**src/rtl/dpmb_pkg.sv**
```systemverilog
package dpmb_pkg;

  // ----------------------------------------------------------------
  // Widths and reset values
  // ----------------------------------------------------------------
  localparam int DATA_W = 36;
  localparam logic [DATA_W-1:0] WORD_RST = 36'h0_0000_0000;
  localparam logic FLAG_RST = 1'b1;
  localparam logic OE_N_RST = 1'b1;
  localparam int SYNC_STAGES = 2;

  // ----------------------------------------------------------------
  // Port A writes with write_read high, port B writes with it low
  // ----------------------------------------------------------------
  localparam logic PORT_A_WRITE_LEVEL = 1'b1;
  localparam logic PORT_B_WRITE_LEVEL = 1'b0;

  typedef struct packed {
    logic chip_select_n;
    logic write_read;
    logic enable;
    logic mail_select;
  } dpmb_port_ctl_t;

  localparam dpmb_port_ctl_t CTL_RST = 4'h8;

endpackage : dpmb_pkg

```
**src/rtl/dpmb_mail_dir.sv**
```systemverilog
`timescale 1ns/10ps
module dpmb_mail_dir (
  input wire logic sys_clk_i,
  input wire logic rst_n_i,
  input wire logic dir_reset_n_i,
  input wire logic write_strobe_i,
  input wire logic read_strobe_i,
  input wire logic [dpmb_pkg::DATA_W-1:0] write_data_i,
  output logic [dpmb_pkg::DATA_W-1:0] mail_word_o,
  output logic mail_flag_o
);

  logic [dpmb_pkg::DATA_W-1:0] word_reg;
  logic flag_reg;
  logic accept;

  // Flag low means unread mail; writes bounce off until it is read
  assign accept = write_strobe_i && flag_reg;

  // ----------------------------------------------------------------
  // Stored word
  // ----------------------------------------------------------------
  // Word survives the direction reset; only the flag is forced
  always_ff @(posedge sys_clk_i) begin
    if (!rst_n_i) begin
      word_reg <= dpmb_pkg::WORD_RST;
    end else if (accept) begin
      word_reg <= write_data_i;
    end
  end

  // ----------------------------------------------------------------
  // Mail flag
  // ----------------------------------------------------------------
  // Accepted write beats a read in the same cycle so no mail is lost
  always_ff @(posedge sys_clk_i) begin
    if (!rst_n_i || !dir_reset_n_i) begin
      flag_reg <= dpmb_pkg::FLAG_RST;
    end else if (accept) begin
      flag_reg <= 1'b0;
    end else if (read_strobe_i) begin
      flag_reg <= 1'b1;
    end
  end

  assign mail_word_o = word_reg;
  assign mail_flag_o = flag_reg;

endmodule : dpmb_mail_dir

```
**src/rtl/dpmb_top.sv**
```systemverilog
`timescale 1ns/10ps
module dpmb_top (
  input wire logic sys_clk_i,
  input wire logic rst_n_i,
  input wire logic port_a_clock_i,
  input wire logic port_b_clock_i,
  input wire dpmb_pkg::dpmb_port_ctl_t port_a_ctl_i,
  input wire dpmb_pkg::dpmb_port_ctl_t port_b_ctl_i,
  input wire logic direction_one_reset_n_i,
  input wire logic direction_two_reset_n_i,
  input wire logic [dpmb_pkg::DATA_W-1:0] port_a_data_bus_i,
  input wire logic [dpmb_pkg::DATA_W-1:0] port_b_data_bus_i,
  input wire logic [dpmb_pkg::DATA_W-1:0] queue_a_out_i,
  input wire logic [dpmb_pkg::DATA_W-1:0] queue_b_out_i,
  output logic [dpmb_pkg::DATA_W-1:0] port_a_data_bus_o,
  output logic [dpmb_pkg::DATA_W-1:0] port_b_data_bus_o,
  output logic port_a_data_oe_n_o,
  output logic port_b_data_oe_n_o,
  output logic a_to_b_mail_flag_o,
  output logic b_to_a_mail_flag_o
);

  // ----------------------------------------------------------------
  // Decode helpers
  // ----------------------------------------------------------------
  function automatic logic port_active(input dpmb_pkg::dpmb_port_ctl_t ctl);
    port_active = ctl.enable && !ctl.chip_select_n;
  endfunction : port_active

  function automatic logic is_write(input dpmb_pkg::dpmb_port_ctl_t ctl,
                                    input logic write_level);
    is_write = (ctl.write_read == write_level);
  endfunction : is_write

  // Read direction with chip select low; enable is not needed to drive
  function automatic logic drives_bus(input dpmb_pkg::dpmb_port_ctl_t ctl,
                                      input logic write_level);
    drives_bus = !ctl.chip_select_n && !is_write(ctl, write_level);
  endfunction : drives_bus

  // Mail select picks the opposite-direction word over the queue word
  function automatic logic [dpmb_pkg::DATA_W-1:0] read_word(
    input dpmb_pkg::dpmb_port_ctl_t ctl,
    input logic [dpmb_pkg::DATA_W-1:0] mail_word,
    input logic [dpmb_pkg::DATA_W-1:0] queue_word
  );
    read_word = ctl.mail_select ? mail_word : queue_word;
  endfunction : read_word

  // ----------------------------------------------------------------
  // Pin synchronisers
  // ----------------------------------------------------------------
  // Two stages before any logic; stage one feeds stage two only
  logic clk_a_s1_reg;
  logic clk_a_s2_reg;
  logic clk_a_s3_reg;
  logic clk_b_s1_reg;
  logic clk_b_s2_reg;
  logic clk_b_s3_reg;
  dpmb_pkg::dpmb_port_ctl_t ctl_a_s1_reg;
  dpmb_pkg::dpmb_port_ctl_t ctl_a_s2_reg;
  dpmb_pkg::dpmb_port_ctl_t ctl_b_s1_reg;
  dpmb_pkg::dpmb_port_ctl_t ctl_b_s2_reg;
  logic [1:0] dir_rst_s1_reg;
  logic [1:0] dir_rst_s2_reg;
  logic [dpmb_pkg::DATA_W-1:0] data_a_s1_reg;
  logic [dpmb_pkg::DATA_W-1:0] data_a_s2_reg;
  logic [dpmb_pkg::DATA_W-1:0] data_b_s1_reg;
  logic [dpmb_pkg::DATA_W-1:0] data_b_s2_reg;

  always_ff @(posedge sys_clk_i) begin
    if (!rst_n_i) begin
      clk_a_s1_reg <= 1'b0;
      clk_a_s2_reg <= 1'b0;
      clk_a_s3_reg <= 1'b0;
      clk_b_s1_reg <= 1'b0;
      clk_b_s2_reg <= 1'b0;
      clk_b_s3_reg <= 1'b0;
    end else begin
      clk_a_s1_reg <= port_a_clock_i;
      clk_a_s2_reg <= clk_a_s1_reg;
      clk_a_s3_reg <= clk_a_s2_reg;
      clk_b_s1_reg <= port_b_clock_i;
      clk_b_s2_reg <= clk_b_s1_reg;
      clk_b_s3_reg <= clk_b_s2_reg;
    end
  end

  always_ff @(posedge sys_clk_i) begin
    if (!rst_n_i) begin
      ctl_a_s1_reg <= dpmb_pkg::CTL_RST;
      ctl_a_s2_reg <= dpmb_pkg::CTL_RST;
      ctl_b_s1_reg <= dpmb_pkg::CTL_RST;
      ctl_b_s2_reg <= dpmb_pkg::CTL_RST;
      dir_rst_s1_reg <= 2'h3;
      dir_rst_s2_reg <= 2'h3;
    end else begin
      ctl_a_s1_reg <= port_a_ctl_i;
      ctl_a_s2_reg <= ctl_a_s1_reg;
      ctl_b_s1_reg <= port_b_ctl_i;
      ctl_b_s2_reg <= ctl_b_s1_reg;
      dir_rst_s1_reg <= {direction_two_reset_n_i, direction_one_reset_n_i};
      dir_rst_s2_reg <= dir_rst_s1_reg;
    end
  end

  always_ff @(posedge sys_clk_i) begin
    if (!rst_n_i) begin
      data_a_s1_reg <= dpmb_pkg::WORD_RST;
      data_a_s2_reg <= dpmb_pkg::WORD_RST;
      data_b_s1_reg <= dpmb_pkg::WORD_RST;
      data_b_s2_reg <= dpmb_pkg::WORD_RST;
    end else begin
      data_a_s1_reg <= port_a_data_bus_i;
      data_a_s2_reg <= data_a_s1_reg;
      data_b_s1_reg <= port_b_data_bus_i;
      data_b_s2_reg <= data_b_s1_reg;
    end
  end

  // ----------------------------------------------------------------
  // Port edge strobes
  // ----------------------------------------------------------------
  // Port clocks must be well under half of sys_clk to be seen
  logic rise_a;
  logic rise_b;
  logic a_mail_op;
  logic b_mail_op;
  logic a_mail_write;
  logic b_mail_write;
  logic a_mail_read;
  logic b_mail_read;

  assign rise_a = clk_a_s2_reg && !clk_a_s3_reg;
  assign rise_b = clk_b_s2_reg && !clk_b_s3_reg;
  assign a_mail_op = rise_a && port_active(ctl_a_s2_reg) && ctl_a_s2_reg.mail_select;
  assign b_mail_op = rise_b && port_active(ctl_b_s2_reg) && ctl_b_s2_reg.mail_select;
  assign a_mail_write = a_mail_op && is_write(ctl_a_s2_reg, dpmb_pkg::PORT_A_WRITE_LEVEL);
  assign b_mail_write = b_mail_op && is_write(ctl_b_s2_reg, dpmb_pkg::PORT_B_WRITE_LEVEL);
  assign a_mail_read = a_mail_op && !is_write(ctl_a_s2_reg, dpmb_pkg::PORT_A_WRITE_LEVEL);
  assign b_mail_read = b_mail_op && !is_write(ctl_b_s2_reg, dpmb_pkg::PORT_B_WRITE_LEVEL);

  // ----------------------------------------------------------------
  // Mailboxes
  // ----------------------------------------------------------------
  logic [dpmb_pkg::DATA_W-1:0] a_to_b_word;
  logic [dpmb_pkg::DATA_W-1:0] b_to_a_word;

  dpmb_mail_dir u_a_to_b (
    .sys_clk_i(sys_clk_i),
    .rst_n_i(rst_n_i),
    .dir_reset_n_i(dir_rst_s2_reg[0]),
    .write_strobe_i(a_mail_write),
    .read_strobe_i(b_mail_read),
    .write_data_i(data_a_s2_reg),
    .mail_word_o(a_to_b_word),
    .mail_flag_o(a_to_b_mail_flag_o)
  );

  dpmb_mail_dir u_b_to_a (
    .sys_clk_i(sys_clk_i),
    .rst_n_i(rst_n_i),
    .dir_reset_n_i(dir_rst_s2_reg[1]),
    .write_strobe_i(b_mail_write),
    .read_strobe_i(a_mail_read),
    .write_data_i(data_b_s2_reg),
    .mail_word_o(b_to_a_word),
    .mail_flag_o(b_to_a_mail_flag_o)
  );

  // ----------------------------------------------------------------
  // Read data path
  // ----------------------------------------------------------------
  // Data is registered, so it trails the select by one sys_clk
  always_ff @(posedge sys_clk_i) begin
    if (!rst_n_i) begin
      port_a_data_bus_o <= dpmb_pkg::WORD_RST;
    end else begin
      port_a_data_bus_o <= read_word(ctl_a_s2_reg, b_to_a_word, queue_a_out_i);
    end
  end

  always_ff @(posedge sys_clk_i) begin
    if (!rst_n_i) begin
      port_b_data_bus_o <= dpmb_pkg::WORD_RST;
    end else begin
      port_b_data_bus_o <= read_word(ctl_b_s2_reg, a_to_b_word, queue_b_out_i);
    end
  end

  // ----------------------------------------------------------------
  // Output enables
  // ----------------------------------------------------------------
  // Drive while selected for reading; enable not needed to drive
  always_ff @(posedge sys_clk_i) begin
    if (!rst_n_i) begin
      port_a_data_oe_n_o <= dpmb_pkg::OE_N_RST;
    end else begin
      port_a_data_oe_n_o <= !drives_bus(ctl_a_s2_reg, dpmb_pkg::PORT_A_WRITE_LEVEL);
    end
  end

  always_ff @(posedge sys_clk_i) begin
    if (!rst_n_i) begin
      port_b_data_oe_n_o <= dpmb_pkg::OE_N_RST;
    end else begin
      port_b_data_oe_n_o <= !drives_bus(ctl_b_s2_reg, dpmb_pkg::PORT_B_WRITE_LEVEL);
    end
  end

endmodule : dpmb_top

```
**config.mk**
```make
export PLATFORM = sky130hd
export DESIGN_NAME = dpmb_top
export DESIGN_NICKNAME = d
export VERILOG_FILES = /design/src/rtl/dpmb_pkg.sv /design/src/rtl/dpmb_mail_dir.sv /design/src/rtl/dpmb_top.sv
export SDC_FILE = /design/constraint.sdc
export NUM_CORES = 1
export LEC_CHECK = 0
export ABC_AREA = 1
export BUFFER_PORTS_ARGS = -buffer_cell sky130_fd_sc_hd__buf_2
export CAP_MARGIN = 40
export CORE_MARGIN = 2
export CORE_UTILIZATION = 50
export CTS_BUF_LIST = sky130_fd_sc_hd__clkbuf_4
export DETAILED_ROUTE_END_ITERATION = 8
export MAX_ROUTING_LAYER = met4
export PLACE_DENSITY = 0.78
export SYNTH_ARGS = -nofsm -noshare
export SYNTH_HDL_FRONTEND = slang
export SYNTH_HIERARCHICAL = 1
export SYNTH_SLANG_ARGS = --single-unit
export TNS_END_PERCENT = 10
```
**constraint.sdc**
```tcl
create_clock -name sys_clk_i -period 1.3 [get_ports sys_clk_i]
set_input_delay 0.065 -clock sys_clk_i [delete_from_list [all_inputs] [get_ports sys_clk_i]]
set_output_delay 0.065 -clock sys_clk_i [all_outputs]
set_load 0.1 [all_outputs]
```
After elaboration in Yosys (flattened, before gate mapping)
Index checks and enable logic that the tools add are counted.

word-level totals
  logic and storage cells = 73
  output and inout bits = 76
  register bits after elaboration = 318

cells by class
  bitwise operators = 1
  reductions and logical operators = 30
  mux-type cells = 6

operators by type and width
  cell                count
  36-bit 2-to-1 mux   2
  1-bit logical AND   16
  1-bit zero test     10
  1-bit 2-to-1 mux    4
  2-bit nonzero test  2
  1-bit logical OR    2
  1-bit NOT           1

Depth between registers and ports, before layout
Gate-level depths: netlist of run 1.

  depth in word-level cells = 7
  gate-level depth with buffers = 8
  depth with buffers taken out = 7

By module
Netlist of run 1, hierarchy kept.

by module, submodules not included
  module         cells an instance  seq. area each (um^2)  area each (um^2)  instances
  dpmb_top       851                4,884.7                7,375.8           1
  dpmb_mail_dir  233                740.7                  1,526.5           2

Worst setup path after synthesis of run 1
OpenSTA, ideal clock, no wires.

  path type = register -> register
  start = register u_a_to_b.flag_reg, in the netlist u_a_to_b/mail_flag_o
  end = register u_a_to_b.flag_reg, in the netlist u_a_to_b/mail_flag_o
  setup time = 0.121 ns
  period minus slack after synthesis = 1.636 ns
  arrival = 1.515 ns
  stages on the path, launching flop included = 5
  path slack = -0.336 ns
  required time = 1.179 ns
  path through = dfxtp_1 -> nand2_4 -> buf_4 -> o21ai_0 -> nand2_1

between the ends
  longest elaborated chain between the ends = 2

ends and longest elaborated chain
  element                                                        RTL line             RTL
  start, declared                                                dpmb_mail_dir.sv:14  logic flag_reg;
  start signal, assigned                                         dpmb_mail_dir.sv:38  flag_reg <= dpmb_pkg::FLAG_RST;
  1-bit logical AND (*)                                          dpmb_mail_dir.sv:18  assign accept = write_strobe_i && flag_reg;
  1-bit 2-to-1 mux / 2-bit nonzero test (equally long branches)  n/a

Mark *: on every way between the ends. The rest lies on a longest branch, timed or not.
A chain may end at the register's enable or synchronous reset.

Worst setup path in the final report of run 1
  start = register ctl_b_s2_reg[3] in the netlist's numbering
  end = register u_b_to_a.word_reg (netlist bit u_b_to_a/mail_word_o[33])

between the ends
  longest elaborated chain between the ends = 6

ends and longest elaborated chain
  element                          RTL line             RTL
  start, declared                  dpmb_top.sv:63       dpmb_pkg::dpmb_port_ctl_t ctl_b_s2_reg;
  start signal, assigned           dpmb_top.sv:94       ctl_b_s2_reg <= dpmb_pkg::CTL_RST;
  start signal, assigned           dpmb_top.sv:101      ctl_b_s2_reg <= ctl_b_s1_reg;
  1-bit zero test                  dpmb_top.sv:27       port_active = ctl.enable && !ctl.chip_select_n;
  1-bit logical AND                dpmb_top.sv:27
  1-bit logical AND (2 in series)  dpmb_top.sv:137      assign b_mail_op = rise_b && port_active(ctl_b_s2_reg) && ctl_b_s2_reg.mail_select;
  1-bit logical AND                dpmb_top.sv:139      assign b_mail_write = b_mail_op && is_write(ctl_b_s2_reg, dpmb_pkg::PORT_B_WRITE_LEVEL);
  named net b_mail_write           dpmb_top.sv:130      logic b_mail_write;
  1-bit logical AND                dpmb_mail_dir.sv:18
  end signal, assigned             dpmb_mail_dir.sv:26  word_reg <= dpmb_pkg::WORD_RST;
  end signal, assigned             dpmb_mail_dir.sv:28  word_reg <= write_data_i;
  end, declared                    dpmb_mail_dir.sv:13  logic [dpmb_pkg::DATA_W-1:0] word_reg;

The timed path passes the listed nets, and every way through them passes these cells.

==> results of run 1 <==
## layout make-up
class | instances | area [sq um]
Antenna cell | 1 | 2.50
Timing Repair Buffer | 510 | 5290
Clock buffer | 113 | 848
Sequential cell | 318 | 6480
Fill cell | 1014 | 3470
Multi-Input combinational cell | 692 | 2890
Inverter | 245 | 920
Tap cell | 270 | 338
Clock inverter | 12 | 129
## per-layer routing
metal	vias up	global-route usage (%)	routed length [um]
li1	4861	-	-
met1	4993	32.1	13500
met2	903	59.9	20800
met3	272	9.88	4390
met4	0	18.7	2950
met5	-	-	0
## kinds of logic (layout without fill, tap and decap cells)
kind of cell	Yosys count	count (layout)
simple gates	618	618
flops	318	318
buf+inv	307	880
compound gates	74	74
other cells	0	1
## worst register-to-register path, delay by kind of cell (launching register included)
kind | cells | cell delay, ns
simple gates | 6 | 0.75
buf+inv | 3 | 0.37
flops | 1 | 0.31
## cell usage after synthesis (all sizes together)
library cell,number
nand3,4
dfxtp,318
clkbuf,7
nand2,314
o21ai,74
nor3,4
inv,245
or2,8
buf,55
nor2,288
## how the worst min path moves through the flow
| stage | startpoint | endpoint | slack (ns) | depth (start not counted) |
|---|---|---|---|---|
| after global placement | port_b_data_bus_i[13] | data_b_s1_reg[13] | 0.25 | 3 |
| after global routing | rst_n_i | data_b_s2_reg[34] | 0.04 | 5 |
| after detailed placement | port_b_data_bus_i[33] | data_b_s1_reg[33] | 0.25 | 3 |
| after floorplan | port_a_data_bus_i[12] | data_a_s1_reg[12] | 0.16 | 2 |
| final | rst_n_i | ctl_a_s2_reg[3] | 0.06 | 4 |
| after CTS | rst_n_i | ctl_a_s2_reg[3] | 0.004 | 4 |
## power breakdown
group / internal (mW) / total, mW / switching [mW]
Combinational: 1.41 / 3.37 / 1.96
Clock: 4.55 / 8.78 / 4.23
Sequential: 10.2 / 10.4 / 0.246
Total: 16.1 / 22.6 / 6.44
## cell usage in the layout (no fill, tap or decap), drive strengths merged
cell | Yosys | routed
clkinv | 0 | 7
buf | 55 | 264
o21ai | 74 | 74
nor2 | 288 | 288
or2 | 8 | 8
dlymetal6s4s | 0 | 1
bufinv | 0 | 3
nand3 | 4 | 4
nor3 | 4 | 4
clkinvlp | 0 | 1
nand2 | 314 | 314
diode | 0 | 1
dlygate4sd3 | 0 | 237
dfxtp | 318 | 318
inv | 245 | 246
clkbuf | 7 | 121
## metrics by stage
step / setup slack [ns] / cell area, sq um / std cells / util [%] / power, mW
6_report: -0.175 / 16900 / 2161 / 83.0 / 22.6
5_1_grt: -0.215 / 16900 / 2161 / 83.0 / 23.2
3_3_place_gp: 0.0147 / 11800 / 1779 / 58.0 / 12.5
3_5_place_dp: 0.0152 / 11800 / 1779 / 58.0 / 12.5
2_1_floorplan: -0.00104 / 10500 / 1317 / - / 12.0
4_1_cts: -0.0398 / 16400 / 2144 / 80.5 / 21.9
## what timing repair did
action / in CTS / in global routing
endpoints found under the hold margin: 266 / 0
pin swaps: 1 / 6
hold buffers: 239 / 0
endpoints found under the setup margin: 82 / 126
gates cloned: 0 / 12
buffers inserted: 1 / 4
gates resized for setup: 360 / 78
==> results.json, run 1 <==
{
  "violations": "negative setup slack",
  "fin_ws_ns": -0.175,
  "dp.final_hpwl_um": 13300,
  "ys_seq_elements": 318,
  "antenna_found_initial": 1,
  "gr-total-overflow": 0,
  "finClkSkew_ns": 0.0420,
  "slowest_stage": "dfxtp_2",
  "wl_per_cell_um": 19.3,
  "area_growth_pct": 62.0,
  "synth.area.top_cells": "dfxtp_1 61%, nand2_1 11%, nor2_1 10%, inv_1 8.7%, o21ai_0 3.6%",
  "hold_path.class": "in -> reg",
  "dieWidth_um": 148,
  "final_max_slew_viol_count": 0,
  "synth_compound_area_share_pct": 3.55,
  "drt-initial-drc-count": 1073,
  "synth_top_family_by_area": "simple AND/OR/NAND/NOR gates",
  "viasPerCell": 5.10,
  "ant_nets": 0,
  "cap_viol_max_count": 0,
  "syn_inst": 1317,
  "synth.area.mux_share_pct": 0,
  "synth_warnings": 6,
  "synth_nets": 1475,
  "p_per_area_mw_per_mm2": 1340,
  "groute.usage.overall_pct": 33.4,
  "drt_first_pass_iters": 8,
  "p_leak_nw": 9.18,
  "htreeDepth": 3,
  "timing.rr.start": "ctl_b_s2_reg[3]",
  "rsz0062_at_grt": "yes",
  "reg2reg_to": "u_b_to_a/mail_word_o[33]",
  "path_common_cell": "nand2_1",
  "endpoint": "u_b_to_a/mail_word_o[33]",
  "critPathKind": "reg -> reg",
  "synth-adder-area-share_pct": 0,
  "drc": 0,
  "dieArea_sq_mm": 0.0220,
  "cts_tree": "done",
  "fin_crit_sh_pct": 113,
  "gp_congestion": 0.787,
  "drive_above_1_share_pct": 27.8,
  "synth_simple_gate_area_share_pct": 22.7,
  "startpoint": "ctl_b_s2_reg[3]",
  "cp_top_family": "simple AND/OR/NAND/NOR gates",
  "tns_ns": -2.82,
  "path_cells": "inv_2 -> nand3_4 -> nor3_4 -> nand2_4 -> buf_12 -> clkbuf_16 -> nand2_1 -> nand2_1 -> nor2_1",
  "hold_ws_ns": 0.0559,
  "setup_viol": 58,
  "die_y_um": 148,
  "cts.path.max_buffers": 3,
  "worst_path_largest_cell_delay_ns": 0.31,
  "ir_drop_uv": 1060,
  "post_synth.cell_area_avg_sq_um": 7.92,
  "start_util_pct": 51.2,
  "seq_area_frac_synth_pct": 61.0,
  "core_region_area_sq_mm": 0.0204,
  "crit_fanout": 5,
  "arrival_ns": 2.08,
  "tightest_slew_ns": 0.359,
  "ios": 234,
  "crit_buf_inv": 3,
  "ys_types": 15,
  "finalHoldViolations": 0,
  "relSlewSlack_pct": 75.8,
  "fmax_mhz": 678,
  "grt_max_degree": 74,
  "r2r_cells": 9,
  "end_kind": "flip-flop",
  "cp_num_cells": 9,
  "nets": 2005,
  "cp.required_ns": 1.90,
  "grt_pass1_vias": 11100,
  "num_rows": 52,
  "period_needed_ns": 1.48,
  "status": "complete, but fails checks",
  "routed_wirelength_um": 41700,
  "synthXorXnorAreaFrac_pct": 0,
  "start_kind": "flip-flop",
  "dr_total_vias": 11000,
  "port-buffer-count": 233,
  "grt_pass1_wl_um": 55800,
  "clkSinkCount": 318,
  "cts_made_buffers": 80,
  "synth_top_area_share_pct": 61.0,
  "clock-root-buffer": "clkbuf_4",
  "synth_top_area_cell": "dfxtp_1",
  "insertion_delay_ns": 0.68,
  "reg2reg_slack_ns": -0.18,
  "netlist_area_sq_mm": 0.0104,
  "clk_pin_slew_worst_paths_ns": 0.07
}
No activity file was read; power rests on OpenSTA's default activity.
==> inputs of run 2 (changes only) <==
MAX_ROUTING_LAYER = not set   (was met4)
TNS_END_PERCENT = 1   (was 10)
==> results.json, run 2 (synthesized netlist as in run 1, its figures left out) <==
{
  "drive_above_1_share_pct": 24.8,
  "path_cells": "inv_1 -> nor3_2 -> nand2_4 -> buf_12 -> nor2_1 -> nor2_1",
  "finClkSkew_ns": 0.0338,
  "start_util_pct": 51.2,
  "switching_share_pct": 27.9,
  "viasPerCell": 4.89,
  "whs_endpoint": "ctl_a_s2_reg[3]",
  "antenna_found_initial": 1,
  "cts_tree": "done",
  "dr_total_vias": 10500,
  "critPathKind": "reg -> reg",
  "intPower_mw": 16.1,
  "fin_crit_sh_pct": 103,
  "layout_commonest_cell": "nand2_1",
  "reg2reg_to": "u_a_to_b/mail_word_o[18]",
  "violations": "negative setup slack",
  "clkSinkCount": 318,
  "fin_ws_ns": -0.0450,
  "crit_fanout": 73,
  "hold_path.class": "in -> reg",
  "slowest_stage": "dfxtp_1",
  "num_rows": 52,
  "finalHoldViolations": 0,
  "placed_area_sq_mm": 0.0118,
  "clk_pin_slew_worst_paths_ns": 0.07,
  "grt_pass1_vias": 11100,
  "p_switching_mw": 6.23,
  "worst_path_largest_cell_delay_ns": 0.34,
  "cp_top_family": "simple AND/OR/NAND/NOR gates",
  "worstHoldStart": "rst_n_i",
  "p_per_area_mw_per_mm2": 1360,
  "ir_drop_uv": 911,
  "drt_first_pass_iters": 7,
  "groute.usage.overall_pct": 32.5,
  "cp.required_ns": 1.85,
  "relSlewSlack_pct": 74.5,
  "insertion_delay_ns": 0.68,
  "r2r_cells": 6,
  "gr-total-overflow": 0,
  "rsz0062_at_grt": "yes",
  "p_clk_share_pct": 38.7,
  "drc": 0,
  "nets": 1990,
  "hold_depth": 4,
  "p_leak_nw": 9.00,
  "gp_congestion": 0.777,
  "dieWidth_um": 148,
  "clock-root-buffer": "clkbuf_4",
  "ios": 234,
  "tns_ns": -0.306,
  "grt_pass1_wl_um": 55900,
  "tightest_slew_ns": 0.382,
  "setup_viol": 10,
  "dp.final_hpwl_um": 13300,
  "final_max_slew_viol_count": 0,
  "status": "complete, but fails checks",
  "start_kind": "flip-flop",
  "cts.path.max_buffers": 3,
  "die_y_um": 148,
  "end_kind": "flip-flop",
  "cap_viol_max_count": 0,
  "dieArea_sq_mm": 0.0220,
  "finalPower_mw": 22.3,
  "core_region_area_sq_mm": 0.0204,
  "ant_nets": 0,
  "period_needed_ns": 1.35,
  "power_frac_comb_pct": 14.7,
  "final_area_sq_mm": 0.0164,
  "timing.rr.start": "ctl_a_s2_reg[2]",
  "p_seq_share_pct": 46.5,
  "wl_per_cell_um": 17.0,
  "reg2reg_slack_ns": -0.05,
  "fillCellCount": 1069,
  "pre_cts_ws_ns": 0.0152,
  "crit_buf_inv": 2,
  "arrival_ns": 1.90,
  "drt-initial-drc-count": 774,
  "routed_wirelength_um": 36400,
  "path_common_cell": "nor2_1",
  "port-buffer-count": 233,
  "final_cell_mix": "308 x nand2_1, 287 x nor2_1, 250 x dfxtp_1, 242 x inv_1, 237 x dlygate4sd3_1",
  "cts_made_buffers": 80,
  "htreeDepth": 3,
  "grt_max_degree": 74,
  "fmax_mhz": 743,
  "area_growth_pct": 57.6
}
run 2: cell types whose count changed in the layout (fill, tap and decap cells not counted), moves of 3 or more:
cell	change
nand2_4	-3
buf_8	+4
buf_6	-5
buf_12	-6
nand2_1	+11
dfxtp_1	+14
clkbuf_16	-7
nor2_1	+18
dfxtp_2	-13
nor2_4	-3
nor2_2	-15
nand2_2	-8
run 2: what timing repair did:
action                     in CTS  in global routing
hold buffers                  239                  0
pin swaps                       1                  3
gates cloned                    0                  0
buffers inserted                1                  1
setup endpoints to repair      82                126
hold endpoints to repair      266                  0
gates resized for setup       360                 14
run 2: how the worst max path moves through the flow:
stage	from	to	slack, ns	depth (start not counted)
after floorplan	ctl_a_s2_reg[0]	u_a_to_b/mail_flag_o	-0.001	7
after global placement	ctl_a_s2_reg[0]	u_a_to_b/mail_word_o[34]	0.01	6
after detailed placement	ctl_b_s2_reg[3]	u_b_to_a/mail_word_o[22]	0.02	8
after CTS	u_b_to_a/mail_flag_o	b_to_a_mail_flag_o	-0.04	1
after global routing	ctl_b_s2_reg[3]	u_b_to_a/mail_word_o[12]	-0.13	8
final	ctl_a_s2_reg[2]	u_a_to_b/mail_word_o[18]	-0.05	6
run 2: layer usage:
layer,share of wire (%),global-route usage (%)
met2,51,59.9
met1,34,32.0
met5,0,0
met4,5.2,18.9
met3,9.6,10.1
run 2: power groups by stage:
stage / Clock [mW] / Combinational [mW] / Sequential, mW
floorplan: 0 / 0.487 / 11.5
global placement: 0 / 2.08 / 10.4
detailed placement: 0 / 2.09 / 10.5
CTS: 8.45 / 3.10 / 10.3
global route: 9.25 / 3.41 / 10.4
finish: 8.64 / 3.29 / 10.4
run 2: area by class of cell:
cell class                      instances  area, sq um  share of cell area (%)
Clock inverter                         12          129                   0.784
Timing Repair Buffer                  495         4970                    30.2
Multi-Input combinational cell        692         2780                    16.9
Clock buffer                          113          848                    5.16
Antenna cell                            1         2.50                  0.0152
Tap cell                              270          338                    2.05
Inverter                              245          920                    5.59
Sequential cell                       318         6460                    39.3
run 2: worst min-delay path, cell delays in order:
cell and delay (ns):
clkbuf_8 0.15, buf_12 0.17, inv_1 0.15, or2_2 0.13
run 2: per-stage QoR:
stage / util [%] / hold WS [ns] / cells
6_report: 80.7 / 0.0403 / 2146
5_1_grt: 80.7 / 0.0303 / 2146
4_1_cts: 80.5 / 0.00394 / 2144
3_5_place_dp: 58.0 / 0.248 / 1779
3_3_place_gp: 58.0 / 0.247 / 1779
2_1_floorplan: - / 0.158 / 1317
==> inputs of run 3 (changes only) <==
CELL_PAD_IN_SITES_DETAIL_PLACEMENT = 1   (was not set)
CELL_PAD_IN_SITES_GLOBAL_PLACEMENT = 2   (was not set)
CORE_UTILIZATION = 29   (was 50)
PLACE_DENSITY = not set   (was 0.78)
PLACE_DENSITY_LB_ADDON = 0.1   (was not set)
==> results.json, run 3 (synthesized netlist as in run 1, its figures left out) <==
{
  "p_per_area_mw_per_mm2": 1290,
  "violations": "negative setup slack",
  "fin_ws_ns": -0.0578,
  "die_y_um": 194,
  "antenna_found_initial": 4,
  "wl_per_cell_um": 12.7,
  "cts_tree": "done",
  "rsz0062_at_grt": "yes",
  "dr_total_vias": 9779,
  "core_region_area_sq_mm": 0.0355,
  "dp.final_hpwl_um": 16200,
  "critPathKind": "reg -> reg",
  "drive_above_1_share_pct": 26.6,
  "ant_nets": 0,
  "clkSinkCount": 318,
  "drt_first_pass_iters": 4,
  "tightest_slew_ns": 0.440,
  "viasPerCell": 4.00,
  "insertion_delay_ns": 0.72,
  "final_max_slew_viol_count": 0,
  "cp.required_ns": 1.90,
  "status": "complete, but fails checks",
  "dieWidth_um": 194,
  "ios": 234,
  "final_area_sq_mm": 0.0179,
  "cap_viol_max_count": 0,
  "relSlewSlack_pct": 70.6,
  "grt_max_degree": 57,
  "worst_path_largest_cell_delay_ns": 0.31,
  "gr-total-overflow": 0,
  "cts.path.max_buffers": 3,
  "setup_viol": 60,
  "fin_crit_sh_pct": 104,
  "nets": 2074,
  "port-buffer-count": 233,
  "p_leak_nw": 9.62,
  "clock-root-buffer": "clkbuf_4",
  "arrival_ns": 1.96,
  "cts_made_buffers": 90,
  "gp_congestion": 0.679,
  "num_rows": 69,
  "tns_ns": -0.922,
  "grt_pass1_vias": 10600,
  "layout_commonest_cell": "nand2_1",
  "grt_pass1_wl_um": 50800,
  "start_kind": "flip-flop",
  "finalHoldViolations": 0,
  "end_kind": "flip-flop",
  "path_common_cell": "nor2_1",
  "placed_area_sq_mm": 0.0122,
  "drc": 0,
  "slowest_stage": "dfxtp_2",
  "routed_wirelength_um": 31100,
  "htreeDepth": 3,
  "hold_ws_ns": 0.116,
  "groute.usage.overall_pct": 16.6,
  "start_util_pct": 29.4,
  "path_cells": "inv_2 -> nand3_4 -> nor3_4 -> buf_12 -> nand2_8 -> clkbuf_16 -> nor2_1 -> nor2_1",
  "finClkSkew_ns": 0.0271,
  "clk_pin_slew_worst_paths_ns": 0.06,
  "hold_path.class": "in -> reg",
  "final_cell_mix": "307 x nand2_1, 280 x nor2_1, 277 x dlygate4sd3_1, 241 x inv_1, 238 x dfxtp_1",
  "drt-initial-drc-count": 238,
  "ir_drop_uv": 641,
  "area_growth_pct": 71.5,
  "period_needed_ns": 1.36,
  "crit_fanout": 10,
  "dieArea_sq_mm": 0.0375,
  "fmax_mhz": 736
}
-- run 3: changes by cell type in the layout (fill, tap and decap cells not counted), moves of 11 or more --
cell / previous run / this run
buf_12: 80 / 92
clkinv_1: 6 / 17
clkbuf_4: 113 / 134
dfxtp_2: 65 / 78
dfxtp_1: 250 / 238
dlymetal6s4s_1: 1 / 16
dlygate4sd3_1: 237 / 277
-- run 3: worst paths after layout --
path	slack (ns)	from	cells past startpoint	end
setup reg to reg	-0.06	ctl_b_s2_reg[3]	8	u_b_to_a/mail_word_o[24]
hold / removal	0.12	queue_b_out_i[7]	4	port_b_data_bus_o[7]
hold reg to reg	0.40	data_b_s1_reg[11]	2	data_b_s2_reg[11]
setup / recovery	-0.06	ctl_b_s2_reg[3]	8	u_b_to_a/mail_word_o[24]
-- run 3: cell type report --
type	instances	area (sq um)
Clock buffer	134	1010
Timing Repair Buffer	568	5910
Tap cell	461	577
Sequential cell	318	6470
Antenna cell	3	7.51
Fill cell	4167	17600
Clock inverter	22	161
Multi-Input combinational cell	693	2840
Inverter	245	920
-- run 3: power breakdown --
part / switching [mW] / internal (mW) / total (mW)
combinational: 1.81 / 1.55 / 3.36
clock: 4.17 / 5.26 / 9.43
sequential: 0.194 / 10.2 / 10.4
total: 6.17 / 17.0 / 23.2
-- run 3: what timing repair did --
action	CTS	global route
setup buffers	2	2
pin swaps	1	5
endpoints found under the setup margin	113	204
gates cloned	0	7
gates resized for setup	383	54
hold endpoints to repair	318	11
hold buffers	296	1
-- run 3: metrics by stage --
step / power, mW / setup slack (ns) / cells / utilization, %
floorplan: 12.0 / -0.00104 / 1317 / -
global placement: 12.6 / -0.000675 / 1977 / 34.3
detailed placement: 12.6 / -0.0268 / 1977 / 34.3
CTS: 23.6 / -0.135 / 2431 / 49.5
global route: 24.4 / -0.133 / 2444 / 50.4
finish: 23.2 / -0.0578 / 2444 / 50.4
-- run 3: per-layer routing --
layer	track usage, %	vias to the layer above	part of all wire [%]
li1	-	5053	-
met1	18.6	4442	43
met2	29.6	226	50
met3	4.30	56	5.2
met4	7.10	2	2.2
met5	0	-	0.035
-- run 3: worst max-delay path: cells and delay by family, from the launching register on --
kind,cells,cell delay (ns)
AND/OR/NAND/NOR,5,0.52
buffers and inverters,3,0.39
flip-flops,1,0.31
